`config.mk`:
```
export PLATFORM = sky130hd
export DESIGN_NAME = mirl_top
export DESIGN_NICKNAME = d
export VERILOG_FILES = /design/src/core/mirl_pkg.sv /design/src/core/mirl_top.sv
export VERILOG_INCLUDE_DIRS = /design/src /design/src/core
export SDC_FILE = /design/constraint.sdc
export NUM_CORES = 1
export LEC_CHECK = 0
export BUFFER_PORTS_ARGS = -buffer_cell sky130_fd_sc_hd__buf_4
export CORE_MARGIN = 1
export CORE_UTILIZATION = 40
export CTS_BUF_LIST = sky130_fd_sc_hd__clkbuf_4 sky130_fd_sc_hd__clkbuf_8 sky130_fd_sc_hd__clkbuf_16
export DETAILED_ROUTE_END_ITERATION = 8
export GPL_ROUTABILITY_DRIVEN = 1
export PLACE_DENSITY_LB_ADDON = 0.2
export RECOVER_POWER = 50
export SKIP_LAST_GASP = 1
export SLEW_MARGIN = 30
export SYNTH_ARGS = -nofsm -noshare
export SYNTH_HDL_FRONTEND = slang
export SYNTH_SLANG_ARGS = --single-unit
```
`constraint.sdc`:
```
create_clock -name mclk -period 1.67 [get_ports mclk]
set_clock_uncertainty 0.2 [all_clocks]
set_input_delay 0.2505 -clock mclk [delete_from_list [all_inputs] [get_ports mclk]]
set_output_delay 0.2505 -clock mclk [all_outputs]
set_load 0.005 [all_outputs]
```
`src/core/mirl_regs.svh`:
```
// Register offsets, field positions and reset values of the interrupt request logic
// Assumes an 8-bit register port with byte-wide address
`ifndef MIRL_REGS_SVH
`define MIRL_REGS_SVH

`define MIRL_ADDR_W          8
`define MIRL_DATA_W          8

// Register offsets
`define MIRL_OFS_CTSC        8'h08
`define MIRL_OFS_T16_CTRL    8'h12
`define MIRL_OFS_T16_STAT    8'h13
`define MIRL_OFS_CAP_LO      8'h15
`define MIRL_OFS_CMP_LO      8'h17
`define MIRL_OFS_CNT_LO      8'h19
`define MIRL_OFS_EXT_SC      8'h1a

// External status/control fields
`define MIRL_EXT_EN_BIT      7
`define MIRL_EXT_OSC_HI_BIT  5
`define MIRL_EXT_OSC_LO_BIT  4
`define MIRL_EXT_FLAG_BIT    3
`define MIRL_EXT_CLR_BIT     1
`define MIRL_EXT_SC_RESET    8'ha0

// Core timer status/control fields
`define MIRL_CT_TOF_BIT      7
`define MIRL_CT_PERIODIC_INT_FLAG_BIT     6
`define MIRL_CT_CORE_OVF_INT_ENABLE_BIT     5
`define MIRL_CT_PERIODIC_INT_ENABLE_BIT     4
`define MIRL_CT_TOFCLR_BIT   3
`define MIRL_CT_RTICLR_BIT   2

// 16-bit timer control and status fields
`define MIRL_T16_CAP_BIT     7
`define MIRL_T16_CMP_BIT     6
`define MIRL_T16_OVF_BIT     5

// Pin synchroniser depth
`define MIRL_SYNC_STAGES     3

`endif

```
`src/core/mirl_pkg.sv`:
```
// Types shared by the interrupt request logic
// Assumes mirl_regs.svh supplies the widths
`include "mirl_regs.svh"

package mirl_pkg;

	typedef enum logic [2:0] {
		MIRL_SRC_NONE,
		MIRL_SRC_SWI,
		MIRL_SRC_EXT,
		MIRL_SRC_CORE,
		MIRL_SRC_T16
	} mirl_src_t;

	typedef struct packed {
		logic [`MIRL_ADDR_W-1:0] addr;
		logic [`MIRL_DATA_W-1:0] wdata;
		logic                    wr;
		logic                    rd;
	} mirl_bus_req_t;

	typedef struct packed {
		logic instr_done;
		logic soft_interrupt_instr;
		logic i_mask;
		logic vector_fetch;
	} mirl_cpu_req_t;

	typedef struct packed {
		logic      enter;
		mirl_src_t source;
	} mirl_cpu_rsp_t;

	typedef struct packed {
		logic cpu_on_ext;
		logic lpo_en;
		logic epo_en;
	} mirl_osc_t;

	typedef struct packed {
		logic core_ovf;
		logic periodic;
		logic capture;
		logic compare;
		logic t16_ovf;
	} mirl_tmr_evt_t;

endpackage

```
`src/core/mirl_top.sv`:
```
// Interrupt request logic: external latch, oscillator select, timer flags, vector choice
// Assumes one clock mclk, option straps static, timers deliver one-cycle set pulses
//
// Design decisions made here: the register addresses and the plain strobed port.
`include "mirl_regs.svh"

module mirl_top (
	// Clock and reset
	input  wire logic                    mclk,
	input  wire logic                    rst_b,
	// Register port
	input  wire mirl_pkg::mirl_bus_req_t bus_req,
	output logic [`MIRL_DATA_W-1:0]      bus_rdata,
	// Option straps
	input  wire logic                    trigger_level_option,
	input  wire logic                    porta_irq_option,
	// Interrupt pins
	input  wire logic                    ext_irq_pin_b,
	input  wire logic [3:0]              porta_irq_pins,
	// Timer events and timer data bytes
	input  wire mirl_pkg::mirl_tmr_evt_t tmr_evt,
	input  wire logic [`MIRL_DATA_W-1:0] capture_low_byte,
	input  wire logic [`MIRL_DATA_W-1:0] compare_low_byte,
	input  wire logic [`MIRL_DATA_W-1:0] counter_low_byte,
	// CPU side
	input  wire mirl_pkg::mirl_cpu_req_t cpu_req,
	output mirl_pkg::mirl_cpu_rsp_t      cpu_rsp,
	output logic                         irq_pending,
	// Oscillator control
	output mirl_pkg::mirl_osc_t          osc_ctrl
);
	import mirl_pkg::*;

	localparam int NPIN = 5;

	// Reset release
	logic [1:0] rst_pipe_reg;
	logic       rst_sync_b;

	always_ff @(posedge mclk or negedge rst_b) begin
		if (!rst_b) begin
			rst_pipe_reg <= 2'h0;
		end else begin
			rst_pipe_reg <= {rst_pipe_reg[0], 1'b1};
		end
	end
	assign rst_sync_b = rst_pipe_reg[1];

	// Pin synchronisers and filtered levels
	logic [NPIN-1:0] pin_raw;
	logic [NPIN-1:0] pin_level_reg;
	assign pin_raw = {porta_irq_pins, ext_irq_pin_b};

	genvar gi;
	generate
		for (gi = 0; gi < NPIN; gi++) begin : g_sync
			logic [`MIRL_SYNC_STAGES-1:0] sync_reg;
			always_ff @(posedge mclk or negedge rst_sync_b) begin
				if (!rst_sync_b) begin
					sync_reg         <= (gi == 0) ? 3'h7 : 3'h0;
					pin_level_reg[gi] <= (gi == 0) ? 1'b1 : 1'b0;
				end else begin
					sync_reg <= {sync_reg[1:0], pin_raw[gi]};
					if (sync_reg[1] == sync_reg[2]) begin
						pin_level_reg[gi] <= sync_reg[2];
					end
				end
			end
		end
	endgenerate

	// External source qualification
	logic ded_low;
	logic port_any_high;
	logic ded_act;
	logic port_act;
	logic ded_act_reg;
	logic port_act_reg;
	logic ded_fall;
	logic port_rise;
	logic level_hold;
	logic ext_event;

	assign ded_low       = ~pin_level_reg[0];
	// port pins count only with the option
	assign port_any_high = porta_irq_option & (|pin_level_reg[NPIN-1:1]);
	// first active group locks out the other
	assign ded_act       = ded_low & (ded_act_reg | ~port_any_high);
	assign port_act      = port_any_high & (port_act_reg | ~ded_low);
	// edge needs a return to idle first
	assign ded_fall      = ded_act & ~ded_act_reg;
	// rising edge of the active port group
	assign port_rise     = port_act & ~port_act_reg;
	// level sensing chosen by the strap
	// held level keeps the request present
	assign level_hold    = trigger_level_option & (ded_act | port_act);
	assign ext_event     = ded_fall | port_rise | level_hold;

	always_ff @(posedge mclk or negedge rst_sync_b) begin
		if (!rst_sync_b) begin
			ded_act_reg  <= 1'b0;
			port_act_reg <= 1'b0;
		end else begin
			ded_act_reg  <= ded_act;
			port_act_reg <= port_act;
		end
	end

	// Register decode
	logic wr_ext;
	logic wr_ct;
	logic wr_t16c;
	logic rd_ext;
	logic rd_ct;
	logic rd_t16c;
	logic rd_t16s;
	logic rd_cap;
	logic rd_cmp;
	logic rd_cnt;
	logic acc_cap;
	logic acc_cmp;
	logic acc_cnt;
	logic [`MIRL_DATA_W-1:0] wd;

	assign wd      = bus_req.wdata;
	assign wr_ext  = bus_req.wr & (bus_req.addr == `MIRL_OFS_EXT_SC);
	assign wr_ct   = bus_req.wr & (bus_req.addr == `MIRL_OFS_CTSC);
	assign wr_t16c = bus_req.wr & (bus_req.addr == `MIRL_OFS_T16_CTRL);
	assign rd_ext  = bus_req.rd & (bus_req.addr == `MIRL_OFS_EXT_SC);
	assign rd_ct   = bus_req.rd & (bus_req.addr == `MIRL_OFS_CTSC);
	assign rd_t16c = bus_req.rd & (bus_req.addr == `MIRL_OFS_T16_CTRL);
	assign rd_t16s = bus_req.rd & (bus_req.addr == `MIRL_OFS_T16_STAT);
	assign rd_cap  = bus_req.rd & (bus_req.addr == `MIRL_OFS_CAP_LO);
	assign rd_cmp  = bus_req.rd & (bus_req.addr == `MIRL_OFS_CMP_LO);
	assign rd_cnt  = bus_req.rd & (bus_req.addr == `MIRL_OFS_CNT_LO);
	assign acc_cap = rd_cap;
	assign acc_cmp = (bus_req.rd | bus_req.wr) & (bus_req.addr == `MIRL_OFS_CMP_LO);
	assign acc_cnt = (bus_req.rd | bus_req.wr) & (bus_req.addr == `MIRL_OFS_CNT_LO);

	// External status/control register
	logic ext_irq_enable_reg;
	logic osc_select_hi_reg;
	logic osc_select_lo_reg;
	logic ext_irq_flag_reg;
	logic ext_irq_flag_next;
	logic ext_vec_clear;
	logic ext_wr_clear;
	localparam logic [`MIRL_DATA_W-1:0] ext_sc_rst = `MIRL_EXT_SC_RESET;

	assign ext_wr_clear = wr_ext & wd[`MIRL_EXT_CLR_BIT];
	// vector fetch of the external source
	assign ext_vec_clear = cpu_req.vector_fetch & (cpu_rsp.source == MIRL_SRC_EXT);
	// new event wins over any clear
	assign ext_irq_flag_next = ext_event | (ext_irq_flag_reg & ~ext_wr_clear & ~ext_vec_clear);

	// reset sets enable and osc_hi only
	always_ff @(posedge mclk or negedge rst_sync_b) begin
		if (!rst_sync_b) begin
			ext_irq_enable_reg <= ext_sc_rst[`MIRL_EXT_EN_BIT];
			osc_select_hi_reg  <= ext_sc_rst[`MIRL_EXT_OSC_HI_BIT];
			osc_select_lo_reg  <= ext_sc_rst[`MIRL_EXT_OSC_LO_BIT];
			ext_irq_flag_reg   <= 1'b0;
		end else begin
			if (wr_ext) begin
				ext_irq_enable_reg <= wd[`MIRL_EXT_EN_BIT];
				osc_select_hi_reg  <= wd[`MIRL_EXT_OSC_HI_BIT];
				osc_select_lo_reg  <= wd[`MIRL_EXT_OSC_LO_BIT];
			end
			ext_irq_flag_reg <= ext_irq_flag_next;
		end
	end

	// Oscillator selection
	// external only with osc_lo set alone
	assign osc_ctrl.cpu_on_ext = osc_select_lo_reg & ~osc_select_hi_reg;
	assign osc_ctrl.lpo_en     = ~osc_ctrl.cpu_on_ext;
	// both set enables external while internal clocks
	assign osc_ctrl.epo_en     = osc_select_lo_reg;

	// Core timer status/control
	logic core_tof_reg;
	logic core_periodic_int_flag_reg;
	logic core_core_ovf_int_enable_reg;
	logic core_periodic_int_enable_reg;
	logic core_tof_clr;
	logic core_periodic_int_flag_clr;

	assign core_tof_clr  = wr_ct & wd[`MIRL_CT_TOFCLR_BIT];
	assign core_periodic_int_flag_clr = wr_ct & wd[`MIRL_CT_RTICLR_BIT];

	always_ff @(posedge mclk or negedge rst_sync_b) begin
		if (!rst_sync_b) begin
			core_tof_reg  <= 1'b0;
			core_periodic_int_flag_reg <= 1'b0;
			core_core_ovf_int_enable_reg <= 1'b0;
			core_periodic_int_enable_reg <= 1'b0;
		end else begin
			core_tof_reg  <= tmr_evt.core_ovf | (core_tof_reg & ~core_tof_clr);
			core_periodic_int_flag_reg <= tmr_evt.periodic | (core_periodic_int_flag_reg & ~core_periodic_int_flag_clr);
			if (wr_ct) begin
				core_core_ovf_int_enable_reg <= wd[`MIRL_CT_CORE_OVF_INT_ENABLE_BIT];
				core_periodic_int_enable_reg <= wd[`MIRL_CT_PERIODIC_INT_ENABLE_BIT];
			end
		end
	end

	// 16-bit timer enables, not touched by reset
	logic t16_cap_en_reg;
	logic t16_cmp_en_reg;
	logic t16_ovf_en_reg;

	// enables hold their value through reset
	always_ff @(posedge mclk) begin
		if (wr_t16c) begin
			t16_cap_en_reg <= wd[`MIRL_T16_CAP_BIT];
			t16_cmp_en_reg <= wd[`MIRL_T16_CMP_BIT];
			t16_ovf_en_reg <= wd[`MIRL_T16_OVF_BIT];
		end
	end

	// 16-bit timer flags with two-step clearing
	logic t16_cap_reg;
	logic t16_cmp_reg;
	logic t16_ovf_reg;
	logic cap_arm_reg;
	logic cmp_arm_reg;
	logic ovf_arm_reg;
	logic cap_clr;
	logic cmp_clr;
	logic ovf_clr;

	// armed status read then capture low read
	assign cap_clr = cap_arm_reg & acc_cap;
	// armed status read then compare low access
	assign cmp_clr = cmp_arm_reg & acc_cmp;
	// armed status read then counter low access
	assign ovf_clr = ovf_arm_reg & acc_cnt;

	always_ff @(posedge mclk or negedge rst_sync_b) begin
		if (!rst_sync_b) begin
			t16_cap_reg <= 1'b0;
			t16_cmp_reg <= 1'b0;
			t16_ovf_reg <= 1'b0;
			cap_arm_reg <= 1'b0;
			cmp_arm_reg <= 1'b0;
			ovf_arm_reg <= 1'b0;
		end else begin
			t16_cap_reg <= tmr_evt.capture | (t16_cap_reg & ~cap_clr);
			t16_cmp_reg <= tmr_evt.compare | (t16_cmp_reg & ~cmp_clr);
			t16_ovf_reg <= tmr_evt.t16_ovf | (t16_ovf_reg & ~ovf_clr);
			cap_arm_reg <= (rd_t16s & t16_cap_reg) | (cap_arm_reg & ~cap_clr);
			cmp_arm_reg <= (rd_t16s & t16_cmp_reg) | (cmp_arm_reg & ~cmp_clr);
			ovf_arm_reg <= (rd_t16s & t16_ovf_reg) | (ovf_arm_reg & ~ovf_clr);
		end
	end

	// Request qualification
	logic ext_req;
	logic core_req;
	logic t16_req;
	logic any_req;

	// mask or disabled enable suppresses external
	// latch, clear mask and enable needed
	assign ext_req  = ext_irq_flag_reg & ext_irq_enable_reg & ~cpu_req.i_mask;
	assign core_req = ~cpu_req.i_mask
		& ((core_tof_reg & core_core_ovf_int_enable_reg) | (core_periodic_int_flag_reg & core_periodic_int_enable_reg));
	assign t16_req  = ~cpu_req.i_mask
		& ((t16_cap_reg & t16_cap_en_reg) | (t16_cmp_reg & t16_cmp_en_reg)
		| (t16_ovf_reg & t16_ovf_en_reg));
	assign any_req  = ext_req | core_req | t16_req;

	// Source choice at an instruction boundary
	mirl_src_t src_next;
	logic      enter_next;

	always_comb begin
		src_next   = MIRL_SRC_NONE;
		enter_next = 1'b0;
		if (cpu_req.instr_done) begin
			if (cpu_req.soft_interrupt_instr) begin
				src_next   = MIRL_SRC_SWI;
				enter_next = 1'b1;
			end else if (ext_req) begin
				src_next   = MIRL_SRC_EXT;
				enter_next = 1'b1;
			end else if (core_req) begin
				src_next   = MIRL_SRC_CORE;
				enter_next = 1'b1;
			end else if (t16_req) begin
				src_next   = MIRL_SRC_T16;
				enter_next = 1'b1;
			end
		end
	end

	logic      enter_reg;
	mirl_src_t src_reg;
	logic      pend_reg;

	// entry pulse and held source for the CPU
	always_ff @(posedge mclk or negedge rst_sync_b) begin
		if (!rst_sync_b) begin
			enter_reg <= 1'b0;
			src_reg   <= MIRL_SRC_NONE;
			pend_reg  <= 1'b0;
		end else begin
			enter_reg <= enter_next;
			pend_reg  <= any_req;
			if (enter_next) begin
				src_reg <= src_next;
			end
		end
	end

	assign cpu_rsp.enter  = enter_reg;
	assign cpu_rsp.source = src_reg;
	assign irq_pending    = pend_reg;

	// Read data
	logic [`MIRL_DATA_W-1:0] rd_mux;
	logic [`MIRL_DATA_W-1:0] rdata_reg;
	logic [`MIRL_DATA_W-1:0] ext_view;
	logic [`MIRL_DATA_W-1:0] ct_view;
	logic [`MIRL_DATA_W-1:0] t16c_view;
	logic [`MIRL_DATA_W-1:0] t16s_view;

	assign ext_view  = {ext_irq_enable_reg, 1'b0, osc_select_hi_reg, osc_select_lo_reg,
		ext_irq_flag_reg, 3'h0};
	assign ct_view   = {core_tof_reg, core_periodic_int_flag_reg, core_core_ovf_int_enable_reg, core_periodic_int_enable_reg, 4'h0};
	assign t16c_view = {t16_cap_en_reg, t16_cmp_en_reg, t16_ovf_en_reg, 5'h00};
	assign t16s_view = {t16_cap_reg, t16_cmp_reg, t16_ovf_reg, 5'h00};
	assign rd_mux    = rd_ext  ? ext_view  :
	                   rd_ct   ? ct_view   :
	                   rd_t16c ? t16c_view :
	                   rd_t16s ? t16s_view :
	                   rd_cap  ? capture_low_byte :
	                   rd_cmp  ? compare_low_byte :
	                   rd_cnt  ? counter_low_byte : 8'h00;

	always_ff @(posedge mclk or negedge rst_sync_b) begin
		if (!rst_sync_b) begin
			rdata_reg <= 8'h00;
		end else begin
			rdata_reg <= rd_mux;
		end
	end

	assign bus_rdata = rdata_reg;

endmodule

```
==> run summary, run 1 <==
status = complete, but fails checks
failing checks = setup timing
Netlist cell types = 49
Critical Path End Type = register
final non-filler cell total = 400
global route total overflow = 0
via/cell ratio = 5.25
# port buffers = 74
startpoint types = register
Cell Pwr Density = 728 nW/um^2
final worst slack = -0.0388 ns
maximum buffer depth of the clock tree = 2
WP data required = 1.68 ns
type of the worst min-delay path = register to asynchronous set/reset pin
WL final = 5.95 mm
CP bufs+invs = 1
crit-path max FO = 2
part of the power in the clock network = 29.0%
share of cells above drive strength 1 = 40.5%
DRC errors left = 0
DRT Pass-1 Iters = 5
diode count = 0
CP arrival = 1.72 ns
Inst Count DP = 370
H-tree levels = 2
final non-filler cell area = 3540 sq um
CTS tree = yes
Yosys warnings = 0
TritonCTS Buffers = 5
syn avg cell area = 11.6 sq um
Netlist Area Pre-Place = 2370 sq um
Largest register FFs = 15
GP Congestion = 0.850
Post-synth EDFFs = 3
die width = 79.0 microns
IO Pins = 76
number of global-route vias before repair = 2219
ANT nets after route = 0
async set-reset flop share out of synthesis = 94.4%
pin count of the biggest net entering global routing = 20
Vert. Die Dim = 79.0 microns
GRT Total Usage = 20.4%
Yosys reg bits = 54
DPL Wire Length = 4.39 mm
Placeable Area = 5610 sq um
Logic pwr share = 15.4%
RSZ-0062 raised after global routing = true
Seq pwr share = 55.7%
Area after DPL = 3210 sq um
synthesized net count = 265
Hold WS = 0.000385 ns
Clock Tree Root = clkbuf_8
sequential share of the synthesized area = 58.0%
largest delay contributor family on the critical path = compound AO/OA/AOI/OAI gates
P&R area growth vs syn = 49.3%
Setup-failing EPs final = 8
Post-Synthesis Cells = 205
FP Rows = 27
Critical Path, Cell by Cell = a222oi_1 -> buf_4 -> a31oi_4 -> o21a_1 -> o22a_1
DR WL/cell = 14.9 microns
Max IR drop VDD = 0.486 mV
Slowest-stage cell, CP = edfxtp_1
final slew viol count = 0
Clock Latency Late Sink = 0.31 ns
Static Leak = 1.60 nW
Synth Flop Type = dfrtp_1
TritonCTS Sinks = 54
initial antenna violation count = 0
CP Class = register to register
Max-cap violations = 0
Sw Ratio = 25.2%
P_int = 1.92 mW
CTS clk-pin slew, worst paths = 0.10 ns
first-pass GRT wire length = 9.81 mm
Initial Util = 42.2%
FILL cells = 482
final net count = 387
Final min period = 1.71 ns
via count = 2099
Net Sw Power = 0.649 mW
initial DRC count = 127
Max Clk Rate = 585 MHz
critical path's largest stage delay = 0.40 ns
die area = 6230 sq um
final hold vios = 0
final critical-path share of the clock period = 102%
## cell type report
type / count / area [sq um] / share of cell area (%)
Clock buffer: 5 / 68.8 / 1.95
Clock inverter: 3 / 23.8 / 0.672
Inverter: 8 / 30.0 / 0.849
Multi-Input combinational cell: 132 / 958 / 27.1
Sequential cell: 54 / 1380 / 38.9
Tap cell: 72 / 90.1 / 2.55
Timing Repair Buffer: 126 / 991 / 28.0
## worst paths after layout
kind	start	to	slack, ns	depth (start not counted)
hold / removal	rst_pipe_reg[1]	enter_reg	0.0004	0
hold reg to reg	rst_pipe_reg[1]	enter_reg	0.0004	0
setup reg to reg	t16_cmp_en_reg	src_reg[0]	-0.04	5
max in group asynchronous	rst_pipe_reg[1]	bus_rdata[2]	0.56	1
setup / recovery	t16_cmp_en_reg	src_reg[0]	-0.04	5
min in group mclk	cpu_req[1]	irq_pending	0.05	3
## stage by stage
stage	total power, mW	util [%]	setup slack (ns)	setup TNS (ns)
2_1_floorplan	1.59	-	-0.290	-2.26
3_3_place_gp	1.81	57.2	-0.389	-5.81
3_5_place_dp	1.81	57.2	-0.401	-5.91
4_1_cts	2.59	62.7	-0.0296	-0.0615
5_1_grt	2.70	63.1	-0.135	-0.407
6_report	2.57	63.1	-0.0388	-0.111
## metal layers
layer / global-route usage [%] / part of all wire (%) / vias to the layer above
met1: 25.8 / 44 / 1014
met5: 0 / 0 / -
met2: 34.3 / 49 / 64
li1: - / - / 1004
met3: 3.56 / 4.6 / 17
met4: 8.55 / 2.5 / 0
## cell usage in the layout (no fill, tap or decap), types with 3 or more instances in the layout
cell and count:
nand2b_1 5, dlygate4sd3_1 20, buf_4 94, a221o_1 3
a21o_1 4, nand4_1 4, dfrtp_1 44, o21ai_0 7
inv_1 8, maj3_1 5, nor2b_1 5, nor2_1 9
a22o_1 4, o211a_1 4, nand2_1 7, o41ai_1 3
clkbuf_8 5, nor3b_1 3, clkbuf_4 6, mux2_2 5
nand3b_1 4, nand3_1 11, o31ai_1 3, edfxtp_1 3
dfstp_2 5, o22ai_1 3, a21oi_1 9
## cell families (layout without fill, tap and decap cells)
kind of cell             count (synthesis)  count (layout)  share of synthesized area (%)
other                                    1               1                          0.158
adder cells (fa/ha/maj)                  5               5                           2.11
multiplexers                             5               5                           2.38
XOR/XNOR                                 1               1                          0.370
AO/OA/AOI/OAI                           57              57                           17.6
buffers and inverters                   19             142                           3.38
AND/OR/NAND/NOR                         63              63                           16.0
flip-flops                              54              54                           58.0
## repair_timing
item,CTS,global route
hold endpoints to repair,26,0
gates resized for setup,4,5
setup buffers,1,1
hold buffers,20,0
cloned,0,0
setup endpoints to repair,11,14
pin swaps,1,4
## Yosys cell counts (5+ instances only)
library cell / count / share of area [%]
dfrtp_1: 45 / 48
nand3_1: 11 / 2.3
a21oi_1: 10 / 2.1
nor2_1: 10 / 1.6
clkbuf_1: 8 / 1.3
inv_1: 8 / 1.3
nand2_1: 7 / 1.1
o21ai_0: 7 / 1.5
dfstp_2: 6 / 6.7
maj3_1: 5 / 2.1
mux2_2: 5 / 2.4
nand2b_1: 5 / 1.3
nor2b_1: 5 / 1.3
## power by group through the flow
stage	combinational (mW)	clock [mW]	sequential, mW
floorplan	0.137	0	1.46
global placement	0.347	0	1.46
detailed placement	0.353	0	1.46
CTS	0.394	0.759	1.44
global route	0.433	0.825	1.44
finish	0.396	0.745	1.43
Note: power is estimated with default switching activity, not from simulation.
==> inputs of run 2 (changes only) <==
--- a/config.mk
+++ b/config.mk
@@ -10,11 +10,11 @@
 export CORE_MARGIN = 1
 export CORE_UTILIZATION = 40
 export CTS_BUF_LIST = sky130_fd_sc_hd__clkbuf_4 sky130_fd_sc_hd__clkbuf_8 sky130_fd_sc_hd__clkbuf_16
+export CTS_CLUSTER_SIZE = 30
 export DETAILED_ROUTE_END_ITERATION = 8
 export GPL_ROUTABILITY_DRIVEN = 1
 export PLACE_DENSITY_LB_ADDON = 0.2
 export RECOVER_POWER = 50
-export SKIP_LAST_GASP = 1
 export SLEW_MARGIN = 30
 export SYNTH_ARGS = -nofsm -noshare
 export SYNTH_HDL_FRONTEND = slang
==> constraint.sdc (replaced) <==
create_clock -name mclk -period 1.5 [get_ports mclk]
set_clock_uncertainty 0.2 [all_clocks]
set_input_delay 0.225 -clock mclk [delete_from_list [all_inputs] [get_ports mclk]]
set_output_delay 0.225 -clock mclk [all_outputs]
set_load 0.005 [all_outputs]
==> run 2 against run 1 <==
  * The run still ends with setup timing left
  * Critical path type unchanged
  * Utilization increased by 6.1 points
  * Largest power group unchanged
  * Non-clock buffer count increased by 20
  * Final cell count increased by 5.0%
  * Count of clock-buffer cells in the layout increased by 3
  * Sequential share of layout area decreased by 3.4 points
==> run summary, run 2 (synthesis gave the netlist of run 1 again) <==
final hold vios = 0 (unchanged)
via count = 2184 (was 2099)
final net count = 407 (was 387)
Critical Path, Cell by Cell = a222oi_1 -> buf_4 -> a31oi_4 -> o21a_1 -> o22a_1 (unchanged)
P&R area growth vs syn = 63.9% (was 49.3%)
Area after DPL = 3360 sq um (was 3210 sq um)
Vert. Die Dim = 79.0 microns (unchanged)
first-pass GRT wire length = 10.3 mm (was 9.81 mm)
P_int = 2.35 mW (was 1.92 mW)
CP Class = register to register (unchanged)
hold path start = bus_req[4]
startpoint types = register (unchanged)
TritonCTS Buffers = 5 (unchanged)
commonest cells after routing, fill and taps aside = buf_4, dfrtp_1, dlygate4sd3_1 (unchanged)
Sw Ratio = 23.1% (was 25.2%)
DRC errors left = 0 (unchanged)
final critical-path share of the clock period = 114% (was 102%)
pin count of the biggest net entering global routing = 50 (was 20)
Slew HR = 56.8%
crit-path max FO = 2 (unchanged)
Max Clk Rate = 586 MHz (was 585 MHz)
GRT Total Usage = 21.7% (was 20.4%)
Logic pwr share = 16.9% (was 15.4%)
failing checks = setup timing (unchanged)
final slew viol count = 0 (unchanged)
Total Power = 3.05 mW (was 2.57 mW)
r2r startpoint = t16_cmp_en_reg (unchanged)
Inst Count DP = 387 (was 370)
Final min period = 1.71 ns (about the same)
RSZ-0062 raised after global routing = true (unchanged)
die width = 79.0 microns (unchanged)
Setup-failing EPs final = 20 (was 8)
grt met1 use = 26.0% (was 25.8%)
CTS clk-pin slew, worst paths = 0.09 ns (was 0.10 ns)
critical path's largest stage delay = 0.42 ns (was 0.40 ns)
Max IR drop VDD = 0.515 mV (was 0.486 mV)
Static Leak = 1.77 nW (was 1.60 nW)
Worst Setup SP = t16_cmp_en_reg (unchanged)
final worst slack = -0.206 ns (was -0.0388 ns)
TritonCTS Sinks = 54 (unchanged)
CP arrival = 1.71 ns (was 1.72 ns)
met2 layer usage reported by global route = 39.3% (was 34.3%)
DRT Pass-1 Iters = 4 (was 5)
global route total overflow = 0 (unchanged)
Core Util, Final = 69.2% (was 63.1%)
type of the worst min-delay path = primary input to register (was register to asynchronous set/reset pin)
CTS tree = yes (unchanged)
diode count = 0 (unchanged)
GP Congestion = 0.854 (was 0.850)
status = complete, but fails checks (unchanged)
Max-cap violations = 0 (unchanged)
maximum buffer depth of the clock tree = 2 (unchanged)
IO Pins = 76 (unchanged)
Reg2Reg Setup Slack = -0.21 ns (was -0.04 ns)
number of global-route vias before repair = 2280 (was 2219)
global route hottest layer = met2 (unchanged)
Least-Margin Pin Slew = 0.648 ns
share of cells above drive strength 1 = 48.6% (was 40.5%)
# port buffers = 74 (unchanged)
Placeable Area = 5610 sq um (unchanged)
Initial Util = 42.2% (unchanged)
via/cell ratio = 5.20 (was 5.25)
Clock Latency Late Sink = 0.30 ns (was 0.31 ns)
WP data required = 1.50 ns (was 1.68 ns)
M3 GR Usage = 3.56% (unchanged)
Hold WS = 0.0339 ns (was 0.000385 ns)
Critical Path End Type = register (unchanged)
final non-filler cell area = 3880 sq um (was 3540 sq um)
initial DRC count = 69 (was 127)
Net Sw Power = 0.706 mW (was 0.649 mW)
commonest non-fill, non-tap cell in the layout = buf_4 (unchanged)
final non-filler cell total = 420 (was 400)
Seq pwr share = 52.1% (was 55.7%)
Cell Pwr Density = 787 nW/um^2 (was 728 nW/um^2)
die area = 6230 sq um (unchanged)
DR WL/cell = 15.3 microns (was 14.9 microns)
ANT nets after route = 0 (unchanged)
WL final = 6.43 mm (was 5.95 mm)
Clock Tree Root = clkbuf_8 (unchanged)
Slowest-stage cell, CP = edfxtp_1 (unchanged)
H-tree levels = 2 (unchanged)
Largest register FFs = 15 (unchanged)
part of the power in the clock network = 31.0% (was 29.0%)
FP Rows = 27 (unchanged)
DPL Wire Length = 4.54 mm (was 4.39 mm)
initial antenna violation count = 0 (unchanged)
-- run 2: cell types whose count changed in the layout (fill, tap and decap cells not counted), sizes merged --
cell | before | now
buf | 96 | 124
inv | 9 | 8
clkinvlp | 2 | 0
clkbuf | 15 | 10
-- run 2: timing repair --
action,CTS,global route
setup buffers,3,3
resized for setup,21,18
endpoints found under the setup margin,25,24
gates cloned,0,0
pin swaps,8,12
endpoints found under the hold margin,26,0
hold buffers,20,0
-- run 2: power by group through the flow --
stage,Sequential (mW),Combinational (mW),Clock (mW)
2_1_floorplan,1.62,0.154,0
3_3_place_gp,1.61,0.433,0
3_5_place_dp,1.62,0.443,0
4_1_cts,1.59,0.505,0.961
5_1_grt,1.60,0.566,1.01
6_report,1.59,0.516,0.948
-- run 2: cell type report --
| class | instances | area (sq um) |
|---|---|---|
| Sequential cell | 54 | 1380 |
| Clock buffer | 8 | 115 |
| Tap cell | 72 | 90.1 |
| Multi-Input combinational cell | 132 | 1090 |
| Fill cell | 450 | 1730 |
| Timing Repair Buffer | 146 | 1180 |
| Inverter | 8 | 30.0 |
-- run 2: final timing paths --
kind | end | cells after the start
max | src_reg[0] | 5
min | core_periodic_int_flag_reg | 3
max reg2reg | src_reg[0] | 5
min reg2reg | g_sync[3].sync_reg[1] | 0
max in group asynchronous | t16_ovf_reg | 1
min in group asynchronous | rst_pipe_reg[1] | 2
-- run 2: worst max-delay path: cells and delay by family, from the launching register on --
kind            cells  cell delay, ns
compound gates      4            0.82
buf+inv             1            0.18
flops               1            0.42
-- run 2: per-layer routing --
| layer | wire, microns | vias to the layer above |
|---|---|---|
| met2 | 3380 | 64 |
| li1 | - | 1046 |
| met4 | 117 | 0 |
| met3 | 314 | 10 |
| met5 | 0 | - |
| met1 | 2610 | 1064 |
-- run 2: metrics by stage --
stage	setup TNS, ns	worst slack (ns)
after global routing	-3.64	-0.278
final	-2.94	-0.206
after CTS	-3.20	-0.222
after detailed placement	-10.43	-0.573
after global placement	-10.13	-0.537
after floorplan	-4.81	-0.435
